--- src/rtl/pin_mux_pkg.sv ---
// constants and types for the two-pin function multiplexer
// assumes a 100 MHz system clock and AXI4-Lite register access
package pin_mux_pkg;
    localparam int unsigned CLK_MHZ         = 100;
    // debounce windows, microseconds
    localparam int unsigned DEB_NORMAL_US   = 10;
    localparam int unsigned DEB_LONG_US     = 1000;
    localparam int unsigned DEB_NORMAL_CYC  = DEB_NORMAL_US * CLK_MHZ;
    localparam int unsigned DEB_LONG_CYC    = DEB_LONG_US * CLK_MHZ;

    // register indices; byte address is four times the index
    localparam logic [29:0] IDX_PIN_TWO     = 30'h0000_4039;
    localparam logic [29:0] IDX_PIN_THREE   = 30'h0000_403A;
    localparam logic [29:0] IDX_OUT_LEVEL   = 30'h0000_4040;
    localparam logic [29:0] IDX_STATUS      = 30'h0000_4041;

    localparam logic [2:0]  SEL_PIN_TWO     = 3'h0;
    localparam logic [2:0]  SEL_PIN_THREE   = 3'h1;
    localparam logic [2:0]  SEL_OUT_LEVEL   = 3'h2;
    localparam logic [2:0]  SEL_STATUS      = 3'h3;
    localparam logic [2:0]  SEL_NONE        = 3'h4;

    localparam logic [15:0] CTRL_RESET      = 16'hA400;
    localparam logic [15:0] CTRL_WMASK      = 16'hFE8F;
    localparam logic [1:0]  OUT_LEVEL_RESET = 2'h0;

    localparam logic [1:0]  PULL_NONE       = 2'h0;
    localparam logic [1:0]  PULL_DOWN       = 2'h1;
    localparam logic [1:0]  PULL_UP         = 2'h2;

    localparam logic [3:0]  FN_GPIO         = 4'h0;
    localparam logic [3:0]  FN_RSVD_LO      = 4'h5;
    localparam logic [3:0]  FN_RSVD_HI      = 4'h7;

    localparam logic [1:0]  RESP_OKAY       = 2'h0;
    localparam logic [1:0]  RESP_SLVERR     = 2'h2;

    // control register layout, bit 15 first
    typedef struct packed {
        logic       direction;
        logic [1:0] pull;
        logic       irq_edge_mode;
        logic       supply_select;
        logic       polarity;
        logic       open_drain;
        logic       rsvd8;
        logic       enable;
        logic [2:0] rsvd6_4;
        logic [3:0] function_code;
    } pin_cfg_t;

    typedef struct packed {
        logic out;
        logic oe;
        logic pull_up;
        logic pull_down;
        logic supply_select;
    } pad_t;
endpackage : pin_mux_pkg

--- src/rtl/pin_mux.sv ---
// two configurable pins: pad control, input role routing, output sourcing
// pad inputs pass a two-flop synchronizer; assumes role sources are synchronous-safe levels from the chip
//
// Our own choice: the AXI4-Lite slave port.
`timescale 1ns/10ps
module pin_mux #(
    parameter int unsigned DEB_NORMAL_CYCLES = pin_mux_pkg::DEB_NORMAL_CYC,
    parameter int unsigned DEB_LONG_CYCLES   = pin_mux_pkg::DEB_LONG_CYC
) (
    input  wire logic                     clk_i,
    input  wire logic                     rst_i,
    input  wire logic [31:0]              awaddr_i,
    input  wire logic                     awvalid_i,
    output logic                          awready_o,
    input  wire logic [31:0]              wdata_i,
    input  wire logic [3:0]               wstrb_i,
    input  wire logic                     wvalid_i,
    output logic                          wready_o,
    output logic [1:0]                    bresp_o,
    output logic                          bvalid_o,
    input  wire logic                     bready_i,
    input  wire logic [31:0]              araddr_i,
    input  wire logic                     arvalid_i,
    output logic                          arready_o,
    output logic [31:0]                   rdata_o,
    output logic [1:0]                    rresp_o,
    output logic                          rvalid_o,
    input  wire logic                     rready_i,
    input  wire logic [1:0]               pad_in_i,
    output pin_mux_pkg::pad_t [1:0]       pad_o,
    input  wire logic [15:0]              out_src_i,
    output logic [15:0]                   role_o,
    output logic [1:0]                    edge_event_o
);
    localparam int unsigned CW = $clog2(DEB_LONG_CYCLES + 1);

    function automatic logic [2:0] reg_sel(input logic [31:0] a);
        logic [2:0] s;
        s = pin_mux_pkg::SEL_NONE;
        if (a[1:0] == 2'h0) begin
            case (a[31:2])
                pin_mux_pkg::IDX_PIN_TWO:   s = pin_mux_pkg::SEL_PIN_TWO;
                pin_mux_pkg::IDX_PIN_THREE: s = pin_mux_pkg::SEL_PIN_THREE;
                pin_mux_pkg::IDX_OUT_LEVEL: s = pin_mux_pkg::SEL_OUT_LEVEL;
                pin_mux_pkg::IDX_STATUS:    s = pin_mux_pkg::SEL_STATUS;
                default:                    s = pin_mux_pkg::SEL_NONE;
            endcase
        end
        return s;
    endfunction : reg_sel

    function automatic logic [15:0] merge16(input logic [15:0] old,
                                            input logic [31:0] d,
                                            input logic [3:0]  strb);
        logic [15:0] m;
        m = old;
        if (strb[0]) begin
            m[7:0] = d[7:0];
        end
        if (strb[1]) begin
            m[15:8] = d[15:8];
        end
        return m;
    endfunction : merge16

    // long-debounce input codes: 0, 4, 14, 15
    function automatic logic is_long(input logic [3:0] fn);
        return (fn == 4'h0) || (fn == 4'h4) || (fn == 4'hE) || (fn == 4'hF);
    endfunction : is_long

    logic [15:0] ctrl_r    [2];
    logic [15:0] ctrl_nxt  [2];
    logic [1:0]  out_lvl_r;
    logic [1:0]  out_lvl_nxt;
    logic        aw_have_r, aw_have_nxt, w_have_r, w_have_nxt;
    logic [31:0] aw_addr_r, aw_addr_nxt, w_data_r, w_data_nxt;
    logic [3:0]  w_strb_r, w_strb_nxt;
    logic        awready_r, awready_nxt, wready_r, wready_nxt;
    logic        bvalid_r, bvalid_nxt, arready_r, arready_nxt;
    logic        rvalid_r, rvalid_nxt;
    logic [1:0]  bresp_r, bresp_nxt, rresp_r, rresp_nxt;
    logic [31:0] rdata_r, rdata_nxt;
    logic [3:0]  deb_lvl;
    logic [15:0] contrib [2];
    logic [15:0] role_r, role_nxt;

    assign awready_o = awready_r;
    assign wready_o  = wready_r;
    assign bvalid_o  = bvalid_r;
    assign bresp_o   = bresp_r;
    assign arready_o = arready_r;
    assign rvalid_o  = rvalid_r;
    assign rresp_o   = rresp_r;
    assign rdata_o   = rdata_r;
    assign role_o    = role_r;

    // address and data taken in either order; response once both are held
    always_comb begin
        logic [2:0] ws;
        logic [2:0] rs;
        ws = reg_sel(aw_addr_r);
        rs = reg_sel(araddr_i);
        ctrl_nxt    = ctrl_r;
        out_lvl_nxt = out_lvl_r;
        aw_have_nxt = aw_have_r;
        aw_addr_nxt = aw_addr_r;
        w_have_nxt  = w_have_r;
        w_data_nxt  = w_data_r;
        w_strb_nxt  = w_strb_r;
        bvalid_nxt  = bvalid_r;
        bresp_nxt   = bresp_r;
        rvalid_nxt  = rvalid_r;
        rresp_nxt   = rresp_r;
        rdata_nxt   = rdata_r;
        if (awvalid_i && awready_r) begin
            aw_have_nxt = 1'b1;
            aw_addr_nxt = awaddr_i;
        end
        if (wvalid_i && wready_r) begin
            w_have_nxt = 1'b1;
            w_data_nxt = wdata_i;
            w_strb_nxt = wstrb_i;
        end
        if (bvalid_r && bready_i) begin
            bvalid_nxt = 1'b0;
        end
        if (aw_have_r && w_have_r && !bvalid_r) begin
            aw_have_nxt = 1'b0;
            w_have_nxt  = 1'b0;
            bvalid_nxt  = 1'b1;
            bresp_nxt   = pin_mux_pkg::RESP_OKAY;
            case (ws)
                pin_mux_pkg::SEL_PIN_TWO, pin_mux_pkg::SEL_PIN_THREE: begin
                    // reserved bits stay zero
                    ctrl_nxt[ws[0]] = merge16(ctrl_r[ws[0]], w_data_r, w_strb_r)
                                      & pin_mux_pkg::CTRL_WMASK;
                end
                pin_mux_pkg::SEL_OUT_LEVEL: begin
                    if (w_strb_r[0]) begin
                        out_lvl_nxt = w_data_r[1:0];
                    end
                end
                pin_mux_pkg::SEL_STATUS: begin
                    // read-only, write ignored
                end
                default: begin
                    bresp_nxt = pin_mux_pkg::RESP_SLVERR;
                end
            endcase
        end
        if (rvalid_r && rready_i) begin
            rvalid_nxt = 1'b0;
        end
        if (arvalid_i && arready_r) begin
            rvalid_nxt = 1'b1;
            rresp_nxt  = pin_mux_pkg::RESP_OKAY;
            case (rs)
                pin_mux_pkg::SEL_PIN_TWO:   rdata_nxt = {16'h0000, ctrl_r[0]};
                pin_mux_pkg::SEL_PIN_THREE: rdata_nxt = {16'h0000, ctrl_r[1]};
                pin_mux_pkg::SEL_OUT_LEVEL: rdata_nxt = {30'h0000_0000, out_lvl_r};
                pin_mux_pkg::SEL_STATUS:    rdata_nxt = {28'h000_0000, deb_lvl};
                default: begin
                    rdata_nxt = 32'h0000_0000;
                    rresp_nxt = pin_mux_pkg::RESP_SLVERR;
                end
            endcase
        end
        awready_nxt = !aw_have_nxt && !bvalid_nxt;
        wready_nxt  = !w_have_nxt && !bvalid_nxt;
        arready_nxt = !rvalid_nxt;
        role_nxt    = contrib[0] | contrib[1];
    end

    always_ff @(posedge clk_i) begin
        if (rst_i) begin
            ctrl_r[0] <= pin_mux_pkg::CTRL_RESET;
            ctrl_r[1] <= pin_mux_pkg::CTRL_RESET;
            out_lvl_r <= pin_mux_pkg::OUT_LEVEL_RESET;
            aw_have_r <= 1'b0;
            aw_addr_r <= 32'h0000_0000;
            w_have_r  <= 1'b0;
            w_data_r  <= 32'h0000_0000;
            w_strb_r  <= 4'h0;
            awready_r <= 1'b0;
            wready_r  <= 1'b0;
            bvalid_r  <= 1'b0;
            bresp_r   <= 2'h0;
            arready_r <= 1'b0;
            rvalid_r  <= 1'b0;
            rresp_r   <= 2'h0;
            rdata_r   <= 32'h0000_0000;
            role_r    <= 16'h0000;
        end else begin
            ctrl_r    <= ctrl_nxt;
            out_lvl_r <= out_lvl_nxt;
            aw_have_r <= aw_have_nxt;
            aw_addr_r <= aw_addr_nxt;
            w_have_r  <= w_have_nxt;
            w_data_r  <= w_data_nxt;
            w_strb_r  <= w_strb_nxt;
            awready_r <= awready_nxt;
            wready_r  <= wready_nxt;
            bvalid_r  <= bvalid_nxt;
            bresp_r   <= bresp_nxt;
            arready_r <= arready_nxt;
            rvalid_r  <= rvalid_nxt;
            rresp_r   <= rresp_nxt;
            rdata_r   <= rdata_nxt;
            role_r    <= role_nxt;
        end
    end

    for (genvar p = 0; p < 2; p++) begin : g_pin
        pin_mux_pkg::pin_cfg_t cfg;
        logic              s1_r, s2_r;
        logic [CW-1:0]     cnt_r [2];
        logic [CW-1:0]     cnt_nxt [2];
        logic [1:0]        lvl_r, lvl_nxt;
        logic              prev_r, prev_nxt, evt_r, evt_nxt;
        logic              sense, src, drv;
        pin_mux_pkg::pad_t pad_r, pad_nxt;

        assign cfg             = ctrl_r[p];
        assign pad_o[p]        = pad_r;
        assign edge_event_o[p] = evt_r;
        assign deb_lvl[2*p+1:2*p] = lvl_r;

        always_comb begin
            for (int k = 0; k < 2; k++) begin
                cnt_nxt[k] = '0;
                lvl_nxt[k] = lvl_r[k];
                // filter: level must hold for the full window
                if (s2_r != lvl_r[k]) begin
                    if (cnt_r[k] == CW'((k == 0 ? DEB_NORMAL_CYCLES
                                                : DEB_LONG_CYCLES) - 1)) begin
                        lvl_nxt[k] = s2_r;
                    end else begin
                        cnt_nxt[k] = cnt_r[k] + CW'(1);
                    end
                end
            end
            sense = is_long(cfg.function_code) ? lvl_r[1] : lvl_r[0];
            sense = cfg.polarity ? sense : !sense;
            prev_nxt = sense;
            evt_nxt = cfg.enable && cfg.direction &&
                      (cfg.irq_edge_mode ? (sense != prev_r) : (sense && !prev_r));
            contrib[p] = (cfg.enable && cfg.direction)
                         ? (16'h0001 << cfg.function_code) & {16{sense}} : 16'h0000;
            if (cfg.function_code == pin_mux_pkg::FN_GPIO) begin
                src = out_lvl_r[p];
            end else if (cfg.function_code >= pin_mux_pkg::FN_RSVD_LO &&
                         cfg.function_code <= pin_mux_pkg::FN_RSVD_HI) begin
                src = 1'b0;
            end else begin
                src = out_src_i[cfg.function_code];
            end
            drv = cfg.polarity ? src : !src;
            pad_nxt.supply_select = cfg.supply_select;
            // reserved pull code gives no pull
            pad_nxt.pull_up   = (cfg.pull == pin_mux_pkg::PULL_UP);
            pad_nxt.pull_down = (cfg.pull == pin_mux_pkg::PULL_DOWN);
            pad_nxt.out = 1'b0;
            pad_nxt.oe  = 1'b0;
            if (cfg.enable && !cfg.direction) begin
                if (cfg.open_drain) begin
                    pad_nxt.oe = !drv;
                end else begin
                    pad_nxt.oe  = 1'b1;
                    pad_nxt.out = drv;
                end
            end
        end

        always_ff @(posedge clk_i) begin
            if (rst_i) begin
                s1_r     <= 1'b0;
                s2_r     <= 1'b0;
                cnt_r[0] <= '0;
                cnt_r[1] <= '0;
                lvl_r    <= 2'h0;
                prev_r   <= 1'b0;
                evt_r    <= 1'b0;
                pad_r    <= '0;
            end else begin
                s1_r     <= pad_in_i[p];
                s2_r     <= s1_r;
                cnt_r    <= cnt_nxt;
                lvl_r    <= lvl_nxt;
                prev_r   <= prev_nxt;
                evt_r    <= evt_nxt;
                pad_r    <= pad_nxt;
            end
        end
    end
endmodule : pin_mux

--- config.mk ---
export PLATFORM = sky130hd
export DESIGN_NAME = pin_mux
export DESIGN_NICKNAME = d
export VERILOG_FILES = /design/src/rtl/pin_mux_pkg.sv /design/src/rtl/pin_mux.sv
export SDC_FILE = /design/constraint.sdc
export NUM_CORES = 1
export LEC_CHECK = 0
export BUFFER_PORTS_ARGS = -buffer_cell sky130_fd_sc_hd__buf_4
export CORE_MARGIN = 2
export CORE_UTILIZATION = 29
export CTS_CLUSTER_SIZE = 16
export DETAILED_ROUTE_END_ITERATION = 7
export SETUP_SLACK_MARGIN = 0.3
export SYNTH_ARGS = -nofsm -noshare
export SYNTH_HDL_FRONTEND = slang
export SYNTH_SLANG_ARGS = --single-unit
--- constraint.sdc ---
create_clock -name clk_i -period 3 [get_ports clk_i]
set_input_delay 0.15 -clock clk_i [delete_from_list [all_inputs] [get_ports clk_i]]
set_output_delay 0.15 -clock clk_i [all_outputs]
set_load 0.03 [all_outputs]
==> results of run 1 <==
final timing paths:
path	depth (start not counted)	slack [ns]	end	from
setup / recovery	7	0.57	g_pin[0].cfg[0]	aw_addr_r[0]
hold / removal	3	0.04	rvalid_o	arvalid_i
setup reg to reg	7	0.57	g_pin[0].cfg[0]	aw_addr_r[0]
hold reg to reg	1	0.44	g_pin[0].s2_r	g_pin[0].s1_r
power breakdown:
| part | switching (mW) | internal (mW) |
|---|---|---|
| logic | 0.207 | 0.192 |
| registers | 0.0321 | 2.68 |
| clock network | 1.09 | 1.18 |
| total | 1.33 | 4.06 |
cells in the mapped netlist (7+ instances only):
| cell type | number |
|---|---|
| dfxtp_1 | 199 |
| nand2_1 | 137 |
| nor2_1 | 131 |
| a21oi_1 | 74 |
| clkbuf_1 | 38 |
| xor2_1 | 34 |
| xnor2_1 | 33 |
| nand3_1 | 27 |
| buf_4 | 25 |
| nor3_1 | 22 |
| nor2b_1 | 20 |
| inv_1 | 19 |
| a31o_1 | 18 |
| nand4_1 | 18 |
| nor3b_1 | 16 |
| nor4_1 | 16 |
| o22ai_1 | 16 |
| mux2i_1 | 15 |
| and3_1 | 11 |
| o21ai_1 | 10 |
| a22oi_1 | 9 |
| nand2b_1 | 9 |
| a211oi_1 | 7 |
| nand4b_1 | 7 |
| o31ai_1 | 7 |
flip-flops by register name (all words and copies together) (netlist names), 4 cells and up:
| register | cells |
|---|---|
| g_pin.cfg | 24 |
| w_data_r | 12 |
| role_o | 16 |
| pad_o | 10 |
| rdata_o | 12 |
| aw_addr_r | 32 |
| g_pin.cnt_r | 68 |
| g_pin.lvl_r | 4 |
kinds of logic (layout without fill, tap and decap cells):
logic type / count (synthesis) / in the layout / synth area share
flops: 199 / 199 / 0.464
buf+inv: 96 / 257 / 0.0568
mux: 20 / 20 / 0.0302
fa+ha+maj: 6 / 6 / 0.00874
other cells: 1 / 22 / 0.000437
xor+xnor: 68 / 68 / 0.0702
compound gates: 160 / 160 / 0.116
simple gates: 451 / 451 / 0.254
cell type report:
cell class / count / area [um^2] / area share
Multi-Input combinational cell: 727 / 4200 / 0.382
Clock inverter: 14 / 164 / 0.0149
Tap cell: 390 / 488 / 0.0443
Sequential cell: 199 / 3980 / 0.362
Timing Repair Buffer: 207 / 1680 / 0.152
Clock buffer: 17 / 425 / 0.0386
Inverter: 19 / 71.3 / 0.00647
layer usage:
metal	track usage	part of all wire
met5	0	0
met3	0.0233	0.031
met1	0.186	0.50
met2	0.213	0.46
met4	0.0358	0.011
repair_timing:
item                                   4_1_cts  5_1_grt
gates resized for setup                      0        1
endpoints found under the hold margin       50        0
hold buffers                                50        0
setup endpoints to repair                    0       10
critical path: cells and delay by family (launching register included):
| kind | cells | cell delay [ns] |
|---|---|---|
| compound gates | 1 | 0.22 |
| buf+inv | 1 | 0.25 |
| flops | 1 | 0.32 |
| simple gates | 5 | 1.53 |
==> flow_summary_export.csv, run 1 <==
group,metric,value,unit
global_route,grt_pass1_vias,6641,
placed_design,gp_congestion,0.781,
layout,syn_to_final_growth,28.3,%
clock_tree,postCtsSetupRepairBufs,0,
timing,fin_ws,0.568,ns
yosys,synth.avg_cell_area,8.58,um^2
job,maxCapViolCount,0,
yosys,ys_async_sr_fraction,0,
setup_path,crit_arrival,2.75,ns
yosys,ys_seq_area_frac,0.464,
setup_path,worstSetupPathType,"reg -> reg",
timing,setup_viol,0,
yosys,synth_edf_count,0,
placed_design,placed_area,0.00992,mm^2
timing,maxSlewHeadroom,0.301,
yosys,synth_cells,1001,
setup_path,critPathSlowestCell,"nor4_4",
timing,setup_tns,0,ns
clock_tree,cts_buffers,17,
clock_tree,clk_latency,0.43,ns
floorplanning,rows,63,
layout,num_antenna_cells,0,
layout,finalCoreUtilization,0.375,
yosys,synth_top_cell_by_area,"dfxtp_1",
timing,fmax,0.411,GHz
power,power.density,489,mW/mm^2
setup_path,cp_slowest_stage_delay,0.43,ns
yosys,synthFlopType,"dfxtp_1",
timing,clock_skew,0.0129,ns
layout,most-common-layout-cells,"199 x dfxtp_1, 157 x buf_4, 137 x nand2_1, 131 x nor2_1, 74 x a21oi_1",
timing,grt_setup_unrepaired,"no",
clock_tree,numClockSinks,199,
global_route,track_usage,0.134,
timing,hold_viol,0,
power,p_leak,4.00,nW
setup_path,start_kind,"register",
floorplanning,start_util,0.292,
placed_design,dp_cells,1492,
power,totalPowerFinal,5.39,mW
worst_hold_path,holdCritPathClass,"in -> reg",
layout,stdcell_area,0.0110,mm^2
route,drt-total-wl,20900,um
layout,mostFrequentLayoutCell,"dfxtp_1",
global_route,grt_max_degree,86,
clock_tree,clkTransAtPathRegs,0.08,ns
global_route,antenna_found_initial,0,
clock_tree,cts_tree,"done",
placed_design,io_buffers,145,
route,drt_iter0_drc,418,
yosys,synth.top_cell.area_share,0.464,
route,wl_per_cell,13.3,um
setup_path,critical_path.cell_chain,"nor4_1 -> nand4_1 -> nor4_4 -> and4b_1 -> buf_4 -> nor3b_1 -> a31o_1",
layout,final_layout_size_suffix_gt1_frac,0.170,
route,routed_via_density,4.59,
clock_tree,clockBufferDepth,2,
global_route,grt_pass1_wl,33500,um
route,drc_errors,0,
floorplanning,dieArea,0.0310,mm^2
yosys,synth_cell_type_count,60,
timing,holdWs,0.0448,ns
outcome,status,"complete, no violations",
placed_design,hpwlAfterDp,15100,um
route,ant_nets,0,
timing,finalCritPeriodShare,0.811,
setup_path,cp-end-kind,"register",
layout,fillCellCount,3014,
setup_path,path_max_fanout,12,
layout,fin_nets,1302,
clock_tree,cts_max_level,4,
timing,tightest_slew,1.05,ns
floorplanning,core_area,0.0294,mm^2
floorplanning,die_w,176,um
route,dr.pass1.iters,5,
layout,final_cells,1573,
route,num_vias,7222,
timing,finalMaxSlewViolations,0,
yosys,yosysWarningCount,0,
placed_design,dpl_worst_slack,0.441,ns
yosys,syn_area,0.00859,mm^2
power,peakVddDrop,311,uV
floorplanning,pin_count,194,
timing,period_needed,2.43,ns
floorplanning,die_h,176,um
clock_tree,cts-root-buf,"clkbuf_16",
setup_path,worstPathRequired,3.32,ns
global_route,grt.overflow.total,0,
yosys,ys_top_cells_by_area,"dfxtp_1 46%, nand2_1 6.0%, nor2_1 5.7%",
yosys,synth_seq_cells,199,
No activity file was read; power rests on OpenSTA's default activity.
==> run 2, diff against run 1 <==
==> constraint.sdc (replaced) <==
create_clock -name clk_i -period 2.2 [get_ports clk_i]
set_input_delay 0.11 -clock clk_i [delete_from_list [all_inputs] [get_ports clk_i]]
set_output_delay 0.11 -clock clk_i [all_outputs]
set_load 0.03 [all_outputs]
==> run 2 against run 1 <==
  * Sequential share of layout area down 2.2 points
  * Worst hold slack better by 0.067 ns
  * Register-to-register slack worse by 0.53 ns
  * Critical path depth up 3
  * Wire length up 8.6%
  * Global-route usage up 0.69 points
  * Core utilization up 2.6 points
  * Sequential cell count unchanged
  * Fmax up 12%
  * Combinational power up 46%
  * Clock power up 37%
==> flow_summary_export.csv, run 2 (synthesis results as in run 1) <==
group,metric,value,unit
clock_tree,cts-root-buf,"clkbuf_16",
setup_path,crit_arrival,2.54,ns
timing,hold_viol,0,
timing,finalMaxSlewViolations,0,
floorplanning,core_area,0.0294,mm^2
layout,fin_nets,1342,
route,drt-total-wl,22700,um
setup_path,cp-end-kind,"register",
job,maxCapViolCount,0,
clock_tree,clk_latency,0.44,ns
global_route,grt_pass1_wl,35200,um
floorplanning,start_util,0.292,
timing,fmax,0.462,GHz
worst_hold_path,holdCritPathClass,"in -> reg",
timing,period_needed,2.16,ns
timing,setup_viol,0,
floorplanning,pin_count,194,
clock_tree,clockBufferDepth,2,
route,wl_per_cell,14.1,um
global_route,grt_max_degree,71,
setup_path,worstPathRequired,2.57,ns
layout,reg_top3,"g_pin.cnt_r: 68 flops, aw_addr_r: 32 flops, g_pin.cfg: 24 flops",
placed_design,hpwlAfterDp,15700,um
layout,final_cells,1614,
placed_design,dpl_worst_slack,0.0216,ns
timing,grt_setup_unrepaired,"yes",
route,dr.pass1.iters,5,
placed_design,io_buffers,145,
route,ant_nets,0,
layout,largest_register_ffs,68,
layout,final_layout_size_suffix_gt1_frac,0.242,
layout,mostFrequentLayoutCell,"dfxtp_1",
global_route,grt_pass1_vias,6940,
clock_tree,clkTransAtPathRegs,0.08,ns
setup_path,worstSetupPathType,"reg -> reg",
route,num_vias,7542,
layout,fillCellCount,2919,
clock_tree,numClockSinks,199,
layout,num_antenna_cells,0,
clock_tree,cts_max_level,4,
layout,syn_to_final_growth,37.3,%
layout,most-common-layout-cells,"193 x dfxtp_1, 181 x buf_4, 134 x nand2_1, 131 x nor2_1, 65 x a21oi_1",
floorplanning,die_h,176,um
timing,maxSlewHeadroom,0.415,
power,power.density,629,mW/mm^2
clock_tree,cts_buffers,17,
floorplanning,rows,63,
setup_path,path_max_fanout,6,
layout,regMostFlops,"g_pin.cnt_r",
timing,tightest_slew,0.876,ns
route,drc_errors,0,
outcome,status,"complete, no violations",
layout,stdcell_area,0.0118,mm^2
placed_design,placed_area,0.0101,mm^2
setup_path,start_kind,"register",
timing,fin_ws,0.0362,ns
power,p_leak,4.31,nW
floorplanning,dieArea,0.0310,mm^2
floorplanning,die_w,176,um
global_route,grt.overflow.total,0,
route,drt_iter0_drc,494,
power,peakVddDrop,363,uV
placed_design,gp_congestion,0.798,
timing,clock_skew,0.0178,ns
clock_tree,cts_tree,"done",
route,routed_via_density,4.67,
global_route,antenna_found_initial,0,
placed_design,dp_cells,1513,
timing,setup_tns,0,ns
global_route,track_usage,0.141,
timing,finalCritPeriodShare,0.984,
[run 2: worst max-delay path, cell delays in order, from the launching register on]
cell	delay, ns
dfxtp_2	0.34
nor4_4	0.27
buf_4	0.14
nand4_1	0.18
buf_4	0.21
a211oi_4	0.23
buf_6	0.17
clkbuf_16	0.16
nor3_4	0.04
a21oi_2	0.19
a31o_1	0.17
[run 2: power breakdown]
part	switching (mW)	leakage, nW	internal, mW
clock	1.58	0.289	1.54
sequential	0.0507	1.61	3.66
combinational	0.295	2.41	0.289
[run 2: final timing paths]
check	from	end	slack, ns	cells past startpoint
max	aw_addr_r[25]	g_pin[0].cfg[2]	0.04	10
min	rst_i	g_pin[1].cnt_r[18]	0.11	3
max reg2reg	aw_addr_r[25]	g_pin[0].cfg[2]	0.04	10
min reg2reg	g_pin[1].s1_r	g_pin[1].s2_r	0.44	1
[run 2: stage by stage]
step           utilization  total power [mW]  hold WS, ns
3_3_place_gp         0.344              4.27        0.327
4_1_cts              0.389              7.47       0.0986
3_5_place_dp         0.344              4.27        0.328
5_1_grt              0.401              7.73        0.118
6_report             0.401              7.41        0.112
2_1_floorplan            -              4.07        0.190
[run 2: what timing repair did]
item / CTS / global route
endpoints found under the hold margin: 52 / 0
gates resized for setup: 29 / 54
pin swaps: 9 / 44
endpoints found under the setup margin: 41 / 108
buffers inserted: 12 / 2
hold buffers: 52 / 0
cloned: 0 / 3
[run 2: final cells by class]
cell class	instances	area, um^2	share of cell area
Multi-Input combinational cell	727	4530	0.385
Sequential cell	199	4000	0.339
Timing Repair Buffer	247	2090	0.178
Tap cell	390	488	0.0414
Clock buffer	17	425	0.0361
Clock inverter	15	175	0.0149
Inverter	19	71.3	0.00605
[run 2: per-layer routing]
layer	global-route usage	up-vias	share of wire
met5	0	-	0
met2	0.225	176	0.48
met3	0.0304	26	0.043
met4	0.0393	0	0.017
li1	-	3823	-
met1	0.191	3517	0.46
==> run 3, diff against run 2 <==
--- a/config.mk
+++ b/config.mk
@@ -6,9 +6,9 @@
 export NUM_CORES = 1
 export LEC_CHECK = 0
 export BUFFER_PORTS_ARGS = -buffer_cell sky130_fd_sc_hd__buf_4
+export CORE_ASPECT_RATIO = 1.5
 export CORE_MARGIN = 2
 export CORE_UTILIZATION = 29
-export CTS_CLUSTER_SIZE = 16
 export DETAILED_ROUTE_END_ITERATION = 7
 export SETUP_SLACK_MARGIN = 0.3
 export SYNTH_ARGS = -nofsm -noshare
==> run 3 against run 2 <==
  * Highest routed layer unchanged
  * Total power is 0.32% higher
  * Critical path depth is 4 lower
  * Sequential share of layout area is 0.14 points lower
  * Worst hold slack better by 0.058 ns
  * Largest cell class unchanged
==> flow_summary_export.csv, run 3 (synthesis results as in run 1) <==
group,metric,value,unit
outcome,status,"complete, no violations",
route,num_vias,7507,
setup_path,crit_family,"simple AND/OR/NAND/NOR gates",
worst_hold_path,holdPathEnd,"pad_o[4]",
layout,finalCoreUtilization,0.405,
global_route,track_usage,0.144,
route,wl_per_cell,13.8,um
power,p_leak,4.36,nW
route,ant_nets,0,
timing,tightest_slew,0.859,ns
timing,hold_viol,0,
global_route,grt_max_degree,43,
timing,fin_ws,0.206,ns
timing,finalMaxSlewViolations,0,
clock_tree,cts_buffers,17,
floorplanning,pin_count,194,
worst_hold_path,min-delay-start,"rst_i",
layout,final_layout_size_suffix_gt1_frac,0.250,
power,peakVddDrop,482,uV
floorplanning,die_h,215,um
route,drt-total-wl,22400,um
timing,holdWs,0.170,ns
clock_tree,clockBufferDepth,2,
worst_hold_path,whs_path_depth,3,
setup_path,worstPathRequired,2.56,ns
layout,syn_to_final_growth,38.0,%
setup_path,crit_arrival,2.35,ns
route,dr.pass1.iters,5,
placed_design,dp_cells,1525,
timing,period_needed,1.99,ns
placed_design,hpwlAfterDp,16400,um
floorplanning,start_util,0.293,
global_route,use_met2,0.259,
timing,finalCritPeriodShare,0.906,
clock_tree,cts_tree,"done",
setup_path,worst_r2r_path_depth,6,
timing,setup_viol,0,
global_route,grt.overflow.total,0,
clock_tree,clk_latency,0.43,ns
layout,fin_nets,1348,
power,power.density,628,mW/mm^2
global_route,grt_pass1_wl,35700,um
floorplanning,core_area,0.0293,mm^2
setup_path,cp-end-kind,"register",
setup_path,critPathSlowestCell,"or4b_4",
setup_path,r2r_end,"role_o[2]",
placed_design,dpl_worst_slack,0.0357,ns
clock_tree,cts-root-buf,"clkbuf_16",
route,drt_iter0_drc,380,
timing,grt_setup_unrepaired,"yes",
layout,regMostFlops,"g_pin.cnt_r",
setup_path,path_max_fanout,5,
setup_path,ff2ff_setup_slack,0.21,ns
placed_design,io_buffers,145,
global_route,grt_use_met3,0.0178,
floorplanning,dieArea,0.0310,mm^2
layout,final_cells,1625,
layout,num_antenna_cells,0,
clock_tree,clkTransAtPathRegs,0.08,ns
setup_path,cp_slowest_stage_delay,0.54,ns
route,routed_via_density,4.62,
global_route,grt_use_met1,0.175,
layout,mostFrequentLayoutCell,"dfxtp_1",
clock_tree,numClockSinks,199,
job,maxCapViolCount,0,
global_route,grt_pass1_vias,7142,
layout,largest_register_ffs,68,
global_route,busiest_layer,"met2",
floorplanning,die_w,145,um
timing,clock_skew,0.00889,ns
clock_tree,cts_max_level,4,
floorplanning,rows,77,
setup_path,critical_path.cell_chain,"or2_4 -> o21ai_2 -> mux2i_2 -> xor2_2 -> or4b_4 -> o22ai_2",
setup_path,start_kind,"register",
setup_path,cp.buffers_inverters,0,
route,drc_errors,0,
global_route,antenna_found_initial,0,
timing,fmax,0.502,GHz
layout,reg_top3,"g_pin.cnt_r: 68 flops, aw_addr_r: 32 flops, g_pin.cfg: 24 flops",
worst_hold_path,holdCritPathClass,"in -> reg",
placed_design,gp_congestion,0.794,
layout,most-common-layout-cells,"189 x dfxtp_1, 185 x buf_4, 135 x nand2_1, 131 x nor2_1, 67 x a21oi_1",
timing,setup_tns,0,ns
timing,maxSlewHeadroom,0.426,
setup_path,r2r-start,"g_pin[0].cfg[0]",
setup_path,worstSetupPathType,"reg -> reg",
run 3: final cells by class:
class,count,area [um^2]
clock buffer,17,425
clock inverter,15,174
fill,2911,17400
inverter,19,71.3
multi-input combinational,727,4550
sequential,199,4000
tap,395,494
timing repair buffer,253,2130
run 3: routing by layer:
layer | part of all wire | wire length [um]
met1 | 0.43 | 9680
met2 | 0.52 | 11700
met3 | 0.027 | 601
met4 | 0.019 | 421
met5 | 0 | 0
run 3: stage by stage:
step	cell area [um^2]	total power, mW
6_report	11900	7.44
5_1_grt	11900	7.73
4_1_cts	11600	7.53
3_5_place_dp	10200	4.28
3_3_place_gp	10200	4.27
2_1_floorplan	8690	4.07
run 3: worst register-to-register path, cell delays in order, from the launching register on:
cell     delay (ns)
dfxtp_4        0.37
or2_4          0.23
o21ai_2        0.14
mux2i_2        0.28
xor2_2         0.18
or4b_4         0.54
o22ai_2        0.17
run 3: how the worst max path moves through the flow:
stage                     from               end  cells past startpoint
5_1_grt          aw_addr_r[30]  g_pin[1].cfg[15]                      9
2_1_floorplan  g_pin[0].cfg[0]         role_o[0]                      8
3_3_place_gp     aw_addr_r[20]   g_pin[0].cfg[0]                      7
3_5_place_dp   g_pin[0].cfg[0]          pad_o[4]                      7
6_report       g_pin[0].cfg[0]         role_o[2]                      6
4_1_cts          aw_addr_r[27]   g_pin[1].cfg[2]                      8
run 3: report_power, final:
| part | switching [mW] | leakage [nW] | total [mW] | internal, mW |
|---|---|---|---|---|
| clock network | 1.59 | 0.294 | 3.14 | 1.55 |
| logic | 0.292 | 2.45 | 0.587 | 0.295 |
| registers | 0.0567 | 1.62 | 3.71 | 3.66 |
run 3: what timing repair did:
item | in CTS | in global routing
hold endpoints to repair | 52 | 0
cloned | 1 | 0
endpoints found under the setup margin | 44 | 112
gates resized for setup | 49 | 45
pin swaps | 23 | 33
hold buffers | 52 | 0
buffers inserted | 10 | 5
